[config.mk]
export PLATFORM = sky130hd
export DESIGN_NAME = acc_device_flat
export DESIGN_NICKNAME = d
export VERILOG_FILES = /design/src/inc/acc_pkg.sv /design/src/inc/acc_if.sv /design/src/logic/acc_device.sv /design/src/flat_wrapper.sv
export SDC_FILE = /design/constraint.sdc
export NUM_CORES = 1
export LEC_CHECK = 0
export BUFFER_PORTS_ARGS = -buffer_cell sky130_fd_sc_hd__buf_2
export CORE_ASPECT_RATIO = 1.1
export CORE_MARGIN = 2
export CORE_UTILIZATION = 45
export CTS_CLUSTER_DIAMETER = 150
export CTS_CLUSTER_SIZE = 16
export DETAILED_ROUTE_END_ITERATION = 8
export SYNTH_ARGS = -nofsm -noshare
export SYNTH_HDL_FRONTEND = slang
export SYNTH_SLANG_ARGS = --single-unit
[constraint.sdc]
create_clock -name sys_clk -period 3 [get_ports sys_clk]
set_clock_uncertainty 0.2 [all_clocks]
set_input_delay 0.75 -clock sys_clk [delete_from_list [all_inputs] [get_ports sys_clk]]
set_output_delay 0.75 -clock sys_clk [all_outputs]
set_load 0.05 [all_outputs]
[src/inc/acc_pkg.sv]
// Package for the converter control block: timing counts, widths and enumerations
package acc_pkg;
  // ------------------------------------------------------------
  // Clock and timing
  // ------------------------------------------------------------
  localparam int CLK_PERIOD_NS    = 10;
  localparam int CONV_TYP_NS      = 1800;
  localparam int CONV_MAX_NS      = 2200;
  localparam int NAP_WAKE_NS      = 400;
  localparam int SLEEP_WAKE_MS    = 20;
  localparam int CONV_CYCLES      = CONV_TYP_NS / CLK_PERIOD_NS;
  localparam int CONV_MAX_CYCLES  = CONV_MAX_NS / CLK_PERIOD_NS;
  localparam int NAP_WAKE_CYCLES  = (NAP_WAKE_NS + CLK_PERIOD_NS - 1) / CLK_PERIOD_NS;
  localparam int SLEEP_WAKE_CYCLES = (SLEEP_WAKE_MS * 1000000 + CLK_PERIOD_NS - 1)
                                     / CLK_PERIOD_NS;
  localparam int CNT_W            = 21;
  // ------------------------------------------------------------
  // Data
  // ------------------------------------------------------------
  localparam int DATA_W           = 14;
  localparam logic [DATA_W-1:0] DATA_RESET = 14'h0000;
  // ------------------------------------------------------------
  // Types
  // ------------------------------------------------------------
  typedef enum logic [1:0] {
    ACC_PWR_ACTIVE,
    ACC_PWR_NAP,
    ACC_PWR_SLEEP
  } acc_pwr_t;

  typedef enum logic [1:0] {
    ACC_MODE_FREE,
    ACC_MODE_READ,
    ACC_MODE_SLOWMEM,
    ACC_MODE_ROM
  } acc_mode_t;
endpackage : acc_pkg

[src/inc/acc_if.sv]
// Interface joining the converter end and the bus master end
`timescale 1ns/1ns
interface acc_if;
  import acc_pkg::*;
  logic              power_down_n;       // Low puts the converter in power-down
  logic              chip_select_n;      // Select, also picks nap or sleep
  logic              read_n;             // Output read strobe
  logic              conversion_start_n; // Falling edge starts a conversion
  logic              busy_n;             // Low while converting
  logic [DATA_W-1:0] data_out;           // Result from converter
  logic              data_oe;            // Converter drives data pins
  logic [DATA_W-1:0] data_bus;           // Level seen on the data wires

  assign data_bus = data_oe ? data_out : '0;

  modport device (
    input  power_down_n, chip_select_n, read_n, conversion_start_n,
    output busy_n, data_out, data_oe
  );
  modport host (
    output power_down_n, chip_select_n, read_n, conversion_start_n,
    input  busy_n, data_bus, data_oe
  );
endinterface : acc_if

[src/logic/acc_device.sv]
// Converter end: conversion sequencing, busy, output gating and power-down
`timescale 1ns/1ns
// Behaviour
// RULE1: Nap powers down all but logic, reference
// RULE2: Nap wake takes 400 ns before ready
// RULE3: Sleep also shuts the reference down
// RULE4: Host waits 20 ms after sleep
// RULE5: Power-down while power_down_n low
// RULE6: Chip select at entry picks nap or sleep
// RULE7: Start low with select low starts conversion
// RULE8: Falling start edge starts conversion
// RULE9: Starts ignored during a conversion
// RULE10: Busy low for whole conversion
// RULE11: Select and read low drive data continuously
// RULE12: Data tristated unless read asserted
// RULE13: Slow memory and ROM tie strobes
// RULE14: Slow memory host holds strobe until busy
// RULE15: Previous result shown while converting
// RULE16: New result shown before busy rises (here the result updates on the same edge that busy rises)
// RULE17: ROM strobe starts and reads previous
// RULE18: ROM host waits for completion
// RULE19: Conversion ends within 2.2 us
// RULE20: Result is 14-bit two's complement
// RULE21: Drive data only with select and read low
module acc_device
  import acc_pkg::*;
#(
  parameter int CONV_LEN  = CONV_CYCLES,       // Conversion length in cycles
  parameter int NAP_WAKE  = NAP_WAKE_CYCLES,   // Nap wake-up in cycles
  parameter int SLEEP_WAKE = SLEEP_WAKE_CYCLES // Sleep wake-up in cycles
) (
  input  wire logic                 sys_clk,       // System clock
  input  wire logic                 rst_n,         // Synchronous reset, active low
  acc_if.device                     link,          // Pins toward the bus master
  input  wire logic signed [acc_pkg::DATA_W-1:0] sample_in, // Quantised sample, two's complement
  output logic                      sample_take,   // Pulse when the sample is held
  output logic                      ref_on,        // Reference powered
  output logic                      analog_on,     // Analog core powered
  output logic                      ready          // Wake-up complete
);
  import acc_pkg::*;

  // ------------------------------------------------------------
  // Start detection and power decode
  // ------------------------------------------------------------
  logic              start_q;
  logic              converting;
  logic [CNT_W-1:0]  conv_cnt;
  logic [CNT_W-1:0]  wake_cnt;
  logic [DATA_W-1:0] result;
  acc_pwr_t          pwr;
  logic              busy_n_q;
  logic              oe_q;

  wire start_fall  = start_q && !link.conversion_start_n;
  wire selected    = !link.chip_select_n;
  wire powered     = link.power_down_n && (pwr == ACC_PWR_ACTIVE) && ready;
  wire start_req   = start_fall && selected && powered && !converting; // RULE7 RULE8 RULE9
  wire conv_done   = converting && (conv_cnt == CNT_W'(CONV_LEN - 1));   // RULE19
  wire drive_data  = selected && !link.read_n;                          // RULE21 RULE11 RULE12
  wire enter_down  = !link.power_down_n && (pwr == ACC_PWR_ACTIVE);     // RULE5
  wire wake_done   = wake_cnt == '0;

  // ------------------------------------------------------------
  // Power state
  // ------------------------------------------------------------
  always_ff @(posedge sys_clk) begin
    if (!rst_n) begin
      pwr      <= ACC_PWR_ACTIVE;
      ready    <= 1'b1;
      wake_cnt <= '0;
    end else if (enter_down) begin
      pwr   <= selected ? ACC_PWR_NAP : ACC_PWR_SLEEP; // RULE6
      ready <= 1'b0;
    end else if (link.power_down_n && pwr != ACC_PWR_ACTIVE) begin
      // Wake time depends on whether the reference was off
      wake_cnt <= (pwr == ACC_PWR_NAP) ? CNT_W'(NAP_WAKE) : CNT_W'(SLEEP_WAKE); // RULE2 RULE4
      pwr      <= ACC_PWR_ACTIVE;
    end else if (pwr == ACC_PWR_ACTIVE && !ready) begin
      if (wake_done) begin
        ready <= 1'b1;
      end else begin
        wake_cnt <= wake_cnt - CNT_W'(1);
      end
    end
  end

  always_ff @(posedge sys_clk) begin
    if (!rst_n) begin
      analog_on <= 1'b1;
      ref_on    <= 1'b1;
    end else begin
      analog_on <= link.power_down_n && !enter_down && pwr == ACC_PWR_ACTIVE; // RULE1
      ref_on    <= pwr != ACC_PWR_SLEEP && !(enter_down && !selected);      // RULE3
    end
  end

  // ------------------------------------------------------------
  // Conversion sequencing
  // ------------------------------------------------------------
  always_ff @(posedge sys_clk) begin
    if (!rst_n) begin
      start_q <= 1'b1;
    end else begin
      start_q <= link.conversion_start_n;
    end
  end

  always_ff @(posedge sys_clk) begin
    if (!rst_n) begin
      converting  <= 1'b0;
      conv_cnt    <= '0;
      busy_n_q    <= 1'b1;
      sample_take <= 1'b0;
    end else begin
      sample_take <= start_req;
      if (start_req) begin
        converting <= 1'b1;
        conv_cnt   <= '0;
        busy_n_q   <= 1'b0; // RULE10
      end else if (conv_done) begin
        converting <= 1'b0;
        busy_n_q   <= 1'b1; // RULE10 RULE16
      end else if (converting) begin
        conv_cnt <= conv_cnt + CNT_W'(1);
      end
    end
  end

  // Result updates the same edge busy rises, so data is valid at that edge
  always_ff @(posedge sys_clk) begin
    if (!rst_n) begin
      result <= DATA_RESET;
    end else if (conv_done) begin
      result <= sample_in; // RULE20 RULE16
    end
  end

  always_ff @(posedge sys_clk) begin
    if (!rst_n) begin
      oe_q <= 1'b0;
    end else begin
      oe_q <= drive_data; // RULE21
    end
  end

  // Old result stays on the pins while converting
  assign link.data_out = result; // RULE15 RULE17
  assign link.data_oe  = oe_q;
  assign link.busy_n   = busy_n_q;
endmodule : acc_device

[src/flat_wrapper.sv]
// flat-port wrapper written by rule: the top's interface ports become plain ports
module acc_device_flat import acc_pkg::*;
#(
  parameter int CONV_LEN  = CONV_CYCLES,                                     
  parameter int NAP_WAKE  = NAP_WAKE_CYCLES,                           
  parameter int SLEEP_WAKE = SLEEP_WAKE_CYCLES                           
)
  (sys_clk, rst_n, sample_in, sample_take, ref_on, analog_on, ready, link_power_down_n, link_chip_select_n, link_read_n, link_conversion_start_n, link_busy_n, link_data_out, link_data_oe);
  acc_if link_i ();
  input  wire logic sys_clk;
  input  wire logic rst_n;
  input  wire logic signed [acc_pkg::DATA_W-1:0] sample_in;
  output logic sample_take;
  output logic ref_on;
  output logic analog_on;
  output logic ready;
  input wire logic [$bits(link_i.power_down_n)-1:0] link_power_down_n;
  input wire logic [$bits(link_i.chip_select_n)-1:0] link_chip_select_n;
  input wire logic [$bits(link_i.read_n)-1:0] link_read_n;
  input wire logic [$bits(link_i.conversion_start_n)-1:0] link_conversion_start_n;
  output wire logic [$bits(link_i.busy_n)-1:0] link_busy_n;
  output wire logic [$bits(link_i.data_out)-1:0] link_data_out;
  output wire logic [$bits(link_i.data_oe)-1:0] link_data_oe;
  assign link_i.power_down_n = link_power_down_n;
  assign link_i.chip_select_n = link_chip_select_n;
  assign link_i.read_n = link_read_n;
  assign link_i.conversion_start_n = link_conversion_start_n;
  assign link_busy_n = link_i.busy_n;
  assign link_data_out = link_i.data_out;
  assign link_data_oe = link_i.data_oe;
  acc_device #(.CONV_LEN(CONV_LEN), .NAP_WAKE(NAP_WAKE), .SLEEP_WAKE(SLEEP_WAKE)) u_core (.sys_clk(sys_clk), .rst_n(rst_n), .link(link_i), .sample_in(sample_in), .sample_take(sample_take), .ref_on(ref_on), .analog_on(analog_on), .ready(ready));
endmodule
==> results of run 1 <==
[metal layers]
layer / up-vias / wire length [um]
met5: - / 0
met3: 9 / 351
met2: 62 / 3550
met4: 0 / 88
met1: 1310 / 3210
li1: 1421 / -
[final cells by class]
type	count	area, sq um	share of cell area, %
timing repair buffer	48	263	7.10
inverter	12	45.0	1.22
clock inverter	6	115	3.11
sequential	66	1320	35.7
clock buffer	10	128	3.45
tap	85	106	2.87
multi-input combinational	272	1720	46.6
[registers in the layout (all words and copies together), names as in the netlist, 2 cells and up]
register,cells
u_core.conv_cnt,21
u_core.link.data_out,14
u_core.pwr,2
u_core.wake_cnt,21
[cell usage in the layout, fill, tap and decap left out, types with 2 or more instances in the layout]
cell type   n
nand2_1    15
ha_1        6
o21ai_2     3
bufinv_16   3
buf_2      39
nor3_1      9
clkinv_4    2
nor2_1     54
nand3_1    14
a21oi_2     5
a31oi_1     9
xnor2_1     8
and3_1      2
or3_1       6
a21oi_1    25
o21a_1      3
nor4_1      8
nand2b_1    2
o21ai_1     8
a211oi_1    4
o21ai_0    12
mux2i_1    15
o211ai_1    6
xor2_1      8
a21o_1      2
and2_1      2
buf_4       9
and4_1      4
nor4b_1     3
dfxtp_1    66
clkbuf_8    9
nand4_1    10
o31ai_1     5
or4_1       8
inv_1      12
[power groups by stage]
stage                     Combinational [mW]  Clock (mW)  Sequential (mW)
after global routing                    2.08       0.973             1.16
after CTS                               1.84       0.934             1.14
after floorplan                         1.58           0             1.14
after global placement                  1.81           0             1.15
after detailed placement                1.82           0             1.16
final                                   1.85       0.916             1.14
[cells by family (layout without fill, tap and decap cells)]
kind of cell / Yosys count / after routing / share of synthesized area [%]
AO/OA/AOI/OAI: 88 / 88 / 17.8
XOR/XNOR: 16 / 16 / 4.37
adder cells (fa/ha/maj): 6 / 6 / 2.34
buffers and inverters: 31 / 76 / 5.07
flip-flops: 66 / 66 / 41.2
multiplexers: 15 / 15 / 4.68
AND/OR/NAND/NOR: 147 / 147 / 24.6
[worst paths after layout]
kind	startpoint	endpoint	slack [ns]	depth (start not counted)
max	u_core.wake_cnt[8]$_SDFFE_PN0P_	u_core.wake_cnt[16]$_SDFFE_PN0P_	0.54	5
min	u_core.link.busy_n$_SDFFE_PN1P_	u_core.link.busy_n$_SDFFE_PN1P_	0.28	1
max reg2reg	u_core.wake_cnt[8]$_SDFFE_PN0P_	u_core.wake_cnt[16]$_SDFFE_PN0P_	0.54	5
min reg2reg	u_core.link.busy_n$_SDFFE_PN1P_	u_core.link.busy_n$_SDFFE_PN1P_	0.28	1
==> summary.md, run 1 <==
| Metric | Value |
|---|---|
| Vias in the first global route | `2770` |
| Initial DRC count | `85` |
| Met2 GRT Util | `between 30% and 40%` |
| Synthesized flop and latch total | `66` |
| Ant. Diodes | `0` |
| Initial Util | `46.0%` |
| Placed Instances | `483` |
| Final period demand of the worst path | `2.46 ns` |
| Met1 Use GR | `between 20 and 25%` |
| Die Y-Extent | `92.5 um` |
| Fmax | `407 MHz` |
| Distinct cells, synth | `50` |
| Final slew viol count | `0` |
| Detailed Place HPWL | `about 5.0 mm` |
| Setup Crit Path Kind | `flop to flop` |
| Residual DRC | `0` |
| Crit path cell chain | `or4_4 > nor2_1 > nand2_1 > or3_1 > a21oi_1` |
| Gr ovfl total | `0` |
| GPL Wtd Cong | `0.792` |
| Layout Cells excl Fill | `499` |
| Post-route ant nets | `0` |
| Total CTS buffers | `9` |
| Number of fill cells | `671` |
| Lkg Pwr | `1.38 nW` |
| CP peak stage delay | `0.60 ns` |
| RSZ-0062 raised after global routing | `no` |
| Io pins | `40` |
| Met3 GRT Util | `4.72%` |
| Post-CTS Hold Fix Bufs | `0` |
| Initial antenna violation count | `0` |
| Final Hold Fails | `0` |
| Crit Path Max Fanout | `11` |
| Delay-heaviest family, CP | `simple AND/OR/NAND/NOR gates` |
| Data required, critical path | `3.07 ns` |
| Count leader, synth | `dfxtp_1` |
| PD cells | `1050 mW/mm^2` |
| Fin Setup TNS | `0 ns` |
| Final setup fails | `0` |
| Worst VDD drop | `0.000755 V` |
| H-Tree Depth | `3` |
| Port Buf Inserts | `39` |
| Prevailing post-synth register cell | `dfxtp_1` |
| Total power | `3.90 mW` |
| Gate Count Post-Synth | `approximately 370` |
| Die Footprint | `0.00782 sq mm` |
| Post-layout worst setup margin | `approximately 0.54 ns` |
| Total of max-cap violations | `0` |
| Die width | `84.5 um` |
| Critical Path Source Type | `flop` |
| Least-Margin Pin Slew | `just over 0.7 ns` |
| Wirelength, routed | `around 7.2 mm` |
| Post-CTS setup buffer count | `0` |
| Net Sw Power | `1.65 mW` |
| Dpl ws | `between 0.2 and 0.3 ns` |
| Via count | `2802` |
| Post-CTS Resized | `0` |
| Row count | `32` |
| First-pass GRT wire length | `12.8 mm` |
| Top Usage Layer GRT | `met2` |
| Layout cells sized above 1 | `19.6%` |
| Area grow syn2layout | `15.4%` |
| Syn nets | `about 400` |
| Post-synthesis async set-or-reset flop share | `0%` |
| CP arrival | `roughly 2.5 ns` |
| Largest net degree at the start of global routing | `23` |
| Dominant cell type by area after synthesis | `dfxtp_1` |
| Clock Latency Late Sink | `0.34 ns` |
| Routed length per placed instance | `between 10 and 15 um` |
| Slew HR | `51.4%` |
| Ranking of synthesized cells by area | `dfxtp_1, nor2_1, mux2i_1` |
| Post-route cell area | `around 0.0037 sq mm` |
| Placed cell area | `roughly 0.0035 sq mm` |
| Outcome | `finished, final reports clean` |
| Fin util | `a little over half` |
| Critical path endpoint category | `flop` |
| Hold Crit Class | `flop to flop` |
| Total GRT Usage | `19.8%` |
| Tcrit/Tclk final | `81.9%` |
| Total core area | `0.00697 sq mm` |
| Clock share of power | `23.5%` |
| Hold_ws | `roughly 0.28 ns` |
| Post-synthesis sequential area ratio | `around 41%` |
| Combinational share of power | `a little under half` |
| Mapped Area | `0.00321 sq mm` |
| Pint | `2.26 mW` |
| Ys Warns | `0` |
| Synth top cells by count | `dfxtp_1, nor2_1, a21oi_1, mux2i_1, nand2_1` |
| Switching share of power | `42.1%` |
| Register share of total power | `29.2%` |
| Clock Tree Root | `clkbuf_8` |
| Clk buf depth | `2` |
| Crit path max-delay cell type | `or4_4` |
| Synth Area per Inst | `8.69 sq um` |
| Vias per cell | `5.62` |
| Clock-pin slew on the worst setup and hold paths | `around 0.080 ns` |
| CTS tree | `yes` |
| TritonRoute pass-1 iters | `4` |
| Post-synth EDFFs | `0` |
| Final layout net count | `435` |
| CTS sink count | `66` |
| Area share of the largest cell type after synthesis | `about two fifths` |
| Crit path buf inv count | `0` |
Power figures use the tool's default switching activity.
==> run 2: changes to the inputs <==
--- a/config.mk
+++ b/config.mk
@@ -5,6 +5,7 @@
 export SDC_FILE = /design/constraint.sdc
 export NUM_CORES = 1
 export LEC_CHECK = 0
+export ABC_AREA = 1
 export BUFFER_PORTS_ARGS = -buffer_cell sky130_fd_sc_hd__buf_2
 export CORE_ASPECT_RATIO = 1.1
 export CORE_MARGIN = 2
@@ -12,6 +13,7 @@
 export CTS_CLUSTER_DIAMETER = 150
 export CTS_CLUSTER_SIZE = 16
 export DETAILED_ROUTE_END_ITERATION = 8
+export PLACE_DENSITY = 0.66
 export SYNTH_ARGS = -nofsm -noshare
 export SYNTH_HDL_FRONTEND = slang
 export SYNTH_SLANG_ARGS = --single-unit
==> constraint.sdc (replaced) <==
create_clock -name sys_clk -period 2.1 [get_ports sys_clk]
set_clock_uncertainty 0.2 [all_clocks]
set_input_delay 0.525 -clock sys_clk [delete_from_list [all_inputs] [get_ports sys_clk]]
set_output_delay 0.525 -clock sys_clk [all_outputs]
set_load 0.05 [all_outputs]
==> summary.md, run 2 <==
| Metric | Value |
|---|---|
| Wirelength, routed | `8.65 mm (+20%)` |
| Count leader, synth | `nand2_1` |
| Final layout net count | `650 (+49%)` |
| Post-route ant nets | `0 (unchanged)` |
| Vias per cell | `4.88 (-13%)` |
| Dominant cell type by area after synthesis | `dfxtp_1` |
| GPL Wtd Cong | `0.884 (+12%)` |
| Fin util | `54.5% (+1.4 points)` |
| Crit path depth | `11 (+6)` |
| Crit path cell chain | `nor2_4 > inv_2 > ha_2 > nor2_2 > nand3_1 > nor2_4 > nand3_4 > nand2_8 > buf_6 > nand2_1 > a21oi_2` |
| Routed length per placed instance | `11.7 um (-19%)` |
| Crit Path Max Fanout | `6 (-5)` |
| Clock-pin slew on the worst setup and hold paths | `0.08 ns (about the same)` |
| Most frequent cells in the layout | `nand2_1, nor2_1, dfxtp_1, inv_1, a21oi_1` |
| Distinct cells, synth | `32 (-36%)` |
| Die Footprint | `0.00899 sq mm (+15%)` |
| Total core area | `0.00796 sq mm (+14%)` |
| Clock Tree Root | `clkbuf_8` |
| Total GRT Usage | `19.4% (-0.44 points)` |
| Setup Crit Path Kind | `flop to flop` |
| H-Tree Depth | `3 (unchanged)` |
| Most common cell after layout, fill and taps aside | `nand2_1` |
| Reg-to-Reg Start | `u_core.pwr[0]$_SDFFE_PN0P_` |
| Mapped Area | `0.00371 sq mm (+16%)` |
| Critical Path Source Type | `flop` |
| CTS tree | `yes` |
| Lkg Pwr | `1.95 nW (+41%)` |
| Worst R2R Setup Slack | `0.10 ns (-0.44 ns)` |
| Clk buf depth | `2 (unchanged)` |
| R2R Path End | `u_core.wake_cnt[4]$_SDFFE_PN0P_` |
| CP arrival | `2.08 ns (-0.45 ns)` |
| Via count | `3593 (+28%)` |
| Initial antenna violation count | `0 (unchanged)` |
| Post-synthesis sequential area ratio | `35.6% (-5.6 points)` |
| Crit path launch | `u_core.pwr[0]$_SDFFE_PN0P_` |
| Ranking of synthesized cells by area | `dfxtp_1, nand2_1, nor2_1` |
| Residual DRC | `0 (unchanged)` |
| CP peak stage delay | `0.36 ns (-0.24 ns)` |
| Syn nets | `599 (+52%)` |
| Synthesized flop and latch total | `66 (unchanged)` |
| Post-CTS Hold Fix Bufs | `0 (unchanged)` |
| Ant. Diodes | `0 (unchanged)` |
| TritonRoute pass-1 iters | `4 (unchanged)` |
| Final Hold Fails | `0 (unchanged)` |
| Fmax | `501 MHz (+23%)` |
| Hold Crit Class | `input pin to flop` |
| Critical path endpoint category | `flop` |
| Initial Util | `46.6% (+0.60 points)` |
| Slew HR | `72.3% (+21 points)` |
| Total of max-cap violations | `0 (unchanged)` |
| Crit path max-delay cell type | `dfxtp_4` |
| Synth top cells by count | `nand2_1, nor2_1, dfxtp_1, inv_1, a21oi_1` |
| CP Capture Point | `u_core.wake_cnt[4]$_SDFFE_PN0P_` |
| Largest net degree at the start of global routing | `23 (unchanged)` |
| Prevailing post-synth register cell | `dfxtp_1` |
| Ys Warns | `0 (unchanged)` |
| Total CTS buffers | `9 (unchanged)` |
| Clock Latency Late Sink | `0.36 ns (+0.02 ns)` |
| Area share of the largest cell type after synthesis | `35.6% (-5.6 points)` |
| Delay-heaviest family, CP | `simple AND/OR/NAND/NOR gates` |
| Final setup fails | `0 (unchanged)` |
| Reg2Reg Depth | `11 (+6)` |
| Row count | `34 (+6.3%)` |
| Gr ovfl total | `0 (unchanged)` |
| Die width | `90.6 um (+7.2%)` |
| Tcrit/Tclk final | `95.1% (+13 points)` |
| Die Y-Extent | `99.2 um (+7.2%)` |
| Port Buf Inserts | `39 (unchanged)` |
| Post-synth EDFFs | `0 (unchanged)` |
| Data required, critical path | `2.19 ns (-0.88 ns)` |
| Fin Setup TNS | `0 ns (unchanged)` |
| PD cells | `1390 mW/mm^2 (+32%)` |
| Final slew viol count | `0 (unchanged)` |
| Layout cells sized above 1 | `17.5% (-2.1 points)` |
| Hold_sp | `link_read_n` |
| Initial DRC count | `100 (+18%)` |
| Outcome | `finished, final reports clean` |
| Vias in the first global route | `3321 (+20%)` |
| Io pins | `40 (unchanged)` |
| Gate Count Post-Synth | `573 (+55%)` |
| Detailed Place HPWL | `6.35 mm (+27%)` |
| Final period demand of the worst path | `2.00 ns (-0.460 ns)` |
| Area grow syn2layout | `17.0%` |
| First-pass GRT wire length | `14.3 mm (+12%)` |
| Synth Area per Inst | `6.47 sq um (-26%)` |
| CTS sink count | `66 (unchanged)` |
| Worst VDD drop | `0.000733 V (-2.9%)` |
| CP most frequent cell | `nor2_4` |
| Crit path buf inv count | `2 (+2)` |
| Post-synthesis async set-or-reset flop share | `0% (unchanged)` |
| Least-Margin Pin Slew | `0.413 ns (-0.311 ns)` |
==> run 2: worst min-delay path by stage <==
| stage | to | slack (ns) | cells past startpoint |
|---|---|---|---|
| after floorplan | u_core.wake_cnt[0]$_SDFFE_PN0P_ | 0.25 | 2 |
| after global placement | u_core.link.busy_n$_SDFFE_PN1P_ | 0.26 | 2 |
| after detailed placement | u_core.link.busy_n$_SDFFE_PN1P_ | 0.26 | 2 |
| after CTS | u_core.link.data_oe$_SDFF_PN0_ | 0.11 | 2 |
| after global routing | u_core.link.data_oe$_SDFF_PN0_ | 0.12 | 2 |
| final | u_core.link.data_oe$_SDFF_PN0_ | 0.12 | 2 |
==> run 2: layout make-up <==
class                   instances  area [sq um]
flip-flops and latches         66          1330
well taps                     108           135
repair buffers                 57           360
clock buffers                  10           138
multi-input cells             434          2070
fillers                       819          3620
inverters                      56           210
clock inverters                 6          95.1
==> run 2: per-layer routing <==
metal | global-route usage [%] | vias up | wire length, um
met5 | 0 | - | 0
met4 | 5.92 | 0 | 136
met2 | 33.1 | 56 | 4080
met3 | 5.61 | 11 | 296
met1 | 23.6 | 1626 | 4140
li1 | - | 1900 | -
==> run 2: timing repair <==
item	CTS	global route
endpoints found under the hold margin	0	0
setup buffers	0	5
setup endpoints to repair	0	19
gates resized for setup	0	13
==> run 2: logic make-up (layout without fill, tap and decap cells) <==
| kind of cell | count (synthesis) | in the layout | share of synthesized area, % |
|---|---|---|---|
| xor+xnor | 15 | 15 | 3.54 |
| flops | 66 | 66 | 35.6 |
| fa+ha+maj | 6 | 6 | 2.02 |
| buf+inv | 73 | 129 | 9.04 |
| simple gates | 347 | 347 | 40.5 |
| compound gates | 66 | 66 | 9.24 |
==> run 2: per-stage QoR <==
stage	power [mW]	cells	hold WS (ns)	area (sq um)	worst slack, ns
3_5_place_dp	4.52	715	0.263	4030	0.0262
6_report	6.03	737	0.122	4340	0.102
3_3_place_gp	4.48	715	0.260	4030	0.0846
5_1_grt	6.52	737	0.115	4340	-0.0177
4_1_cts	5.82	731	0.113	4260	0.0709
2_1_floorplan	3.92	573	0.253	3710	0.176
==> run 2: power by group <==
group / switching [mW] / leakage (nW) / internal (mW)
clock: 0.560 / 0.118 / 0.716
sequential: 0.195 / 0.537 / 1.46
combinational: 1.98 / 1.29 / 1.12
total: 2.73 / 1.95 / 3.30
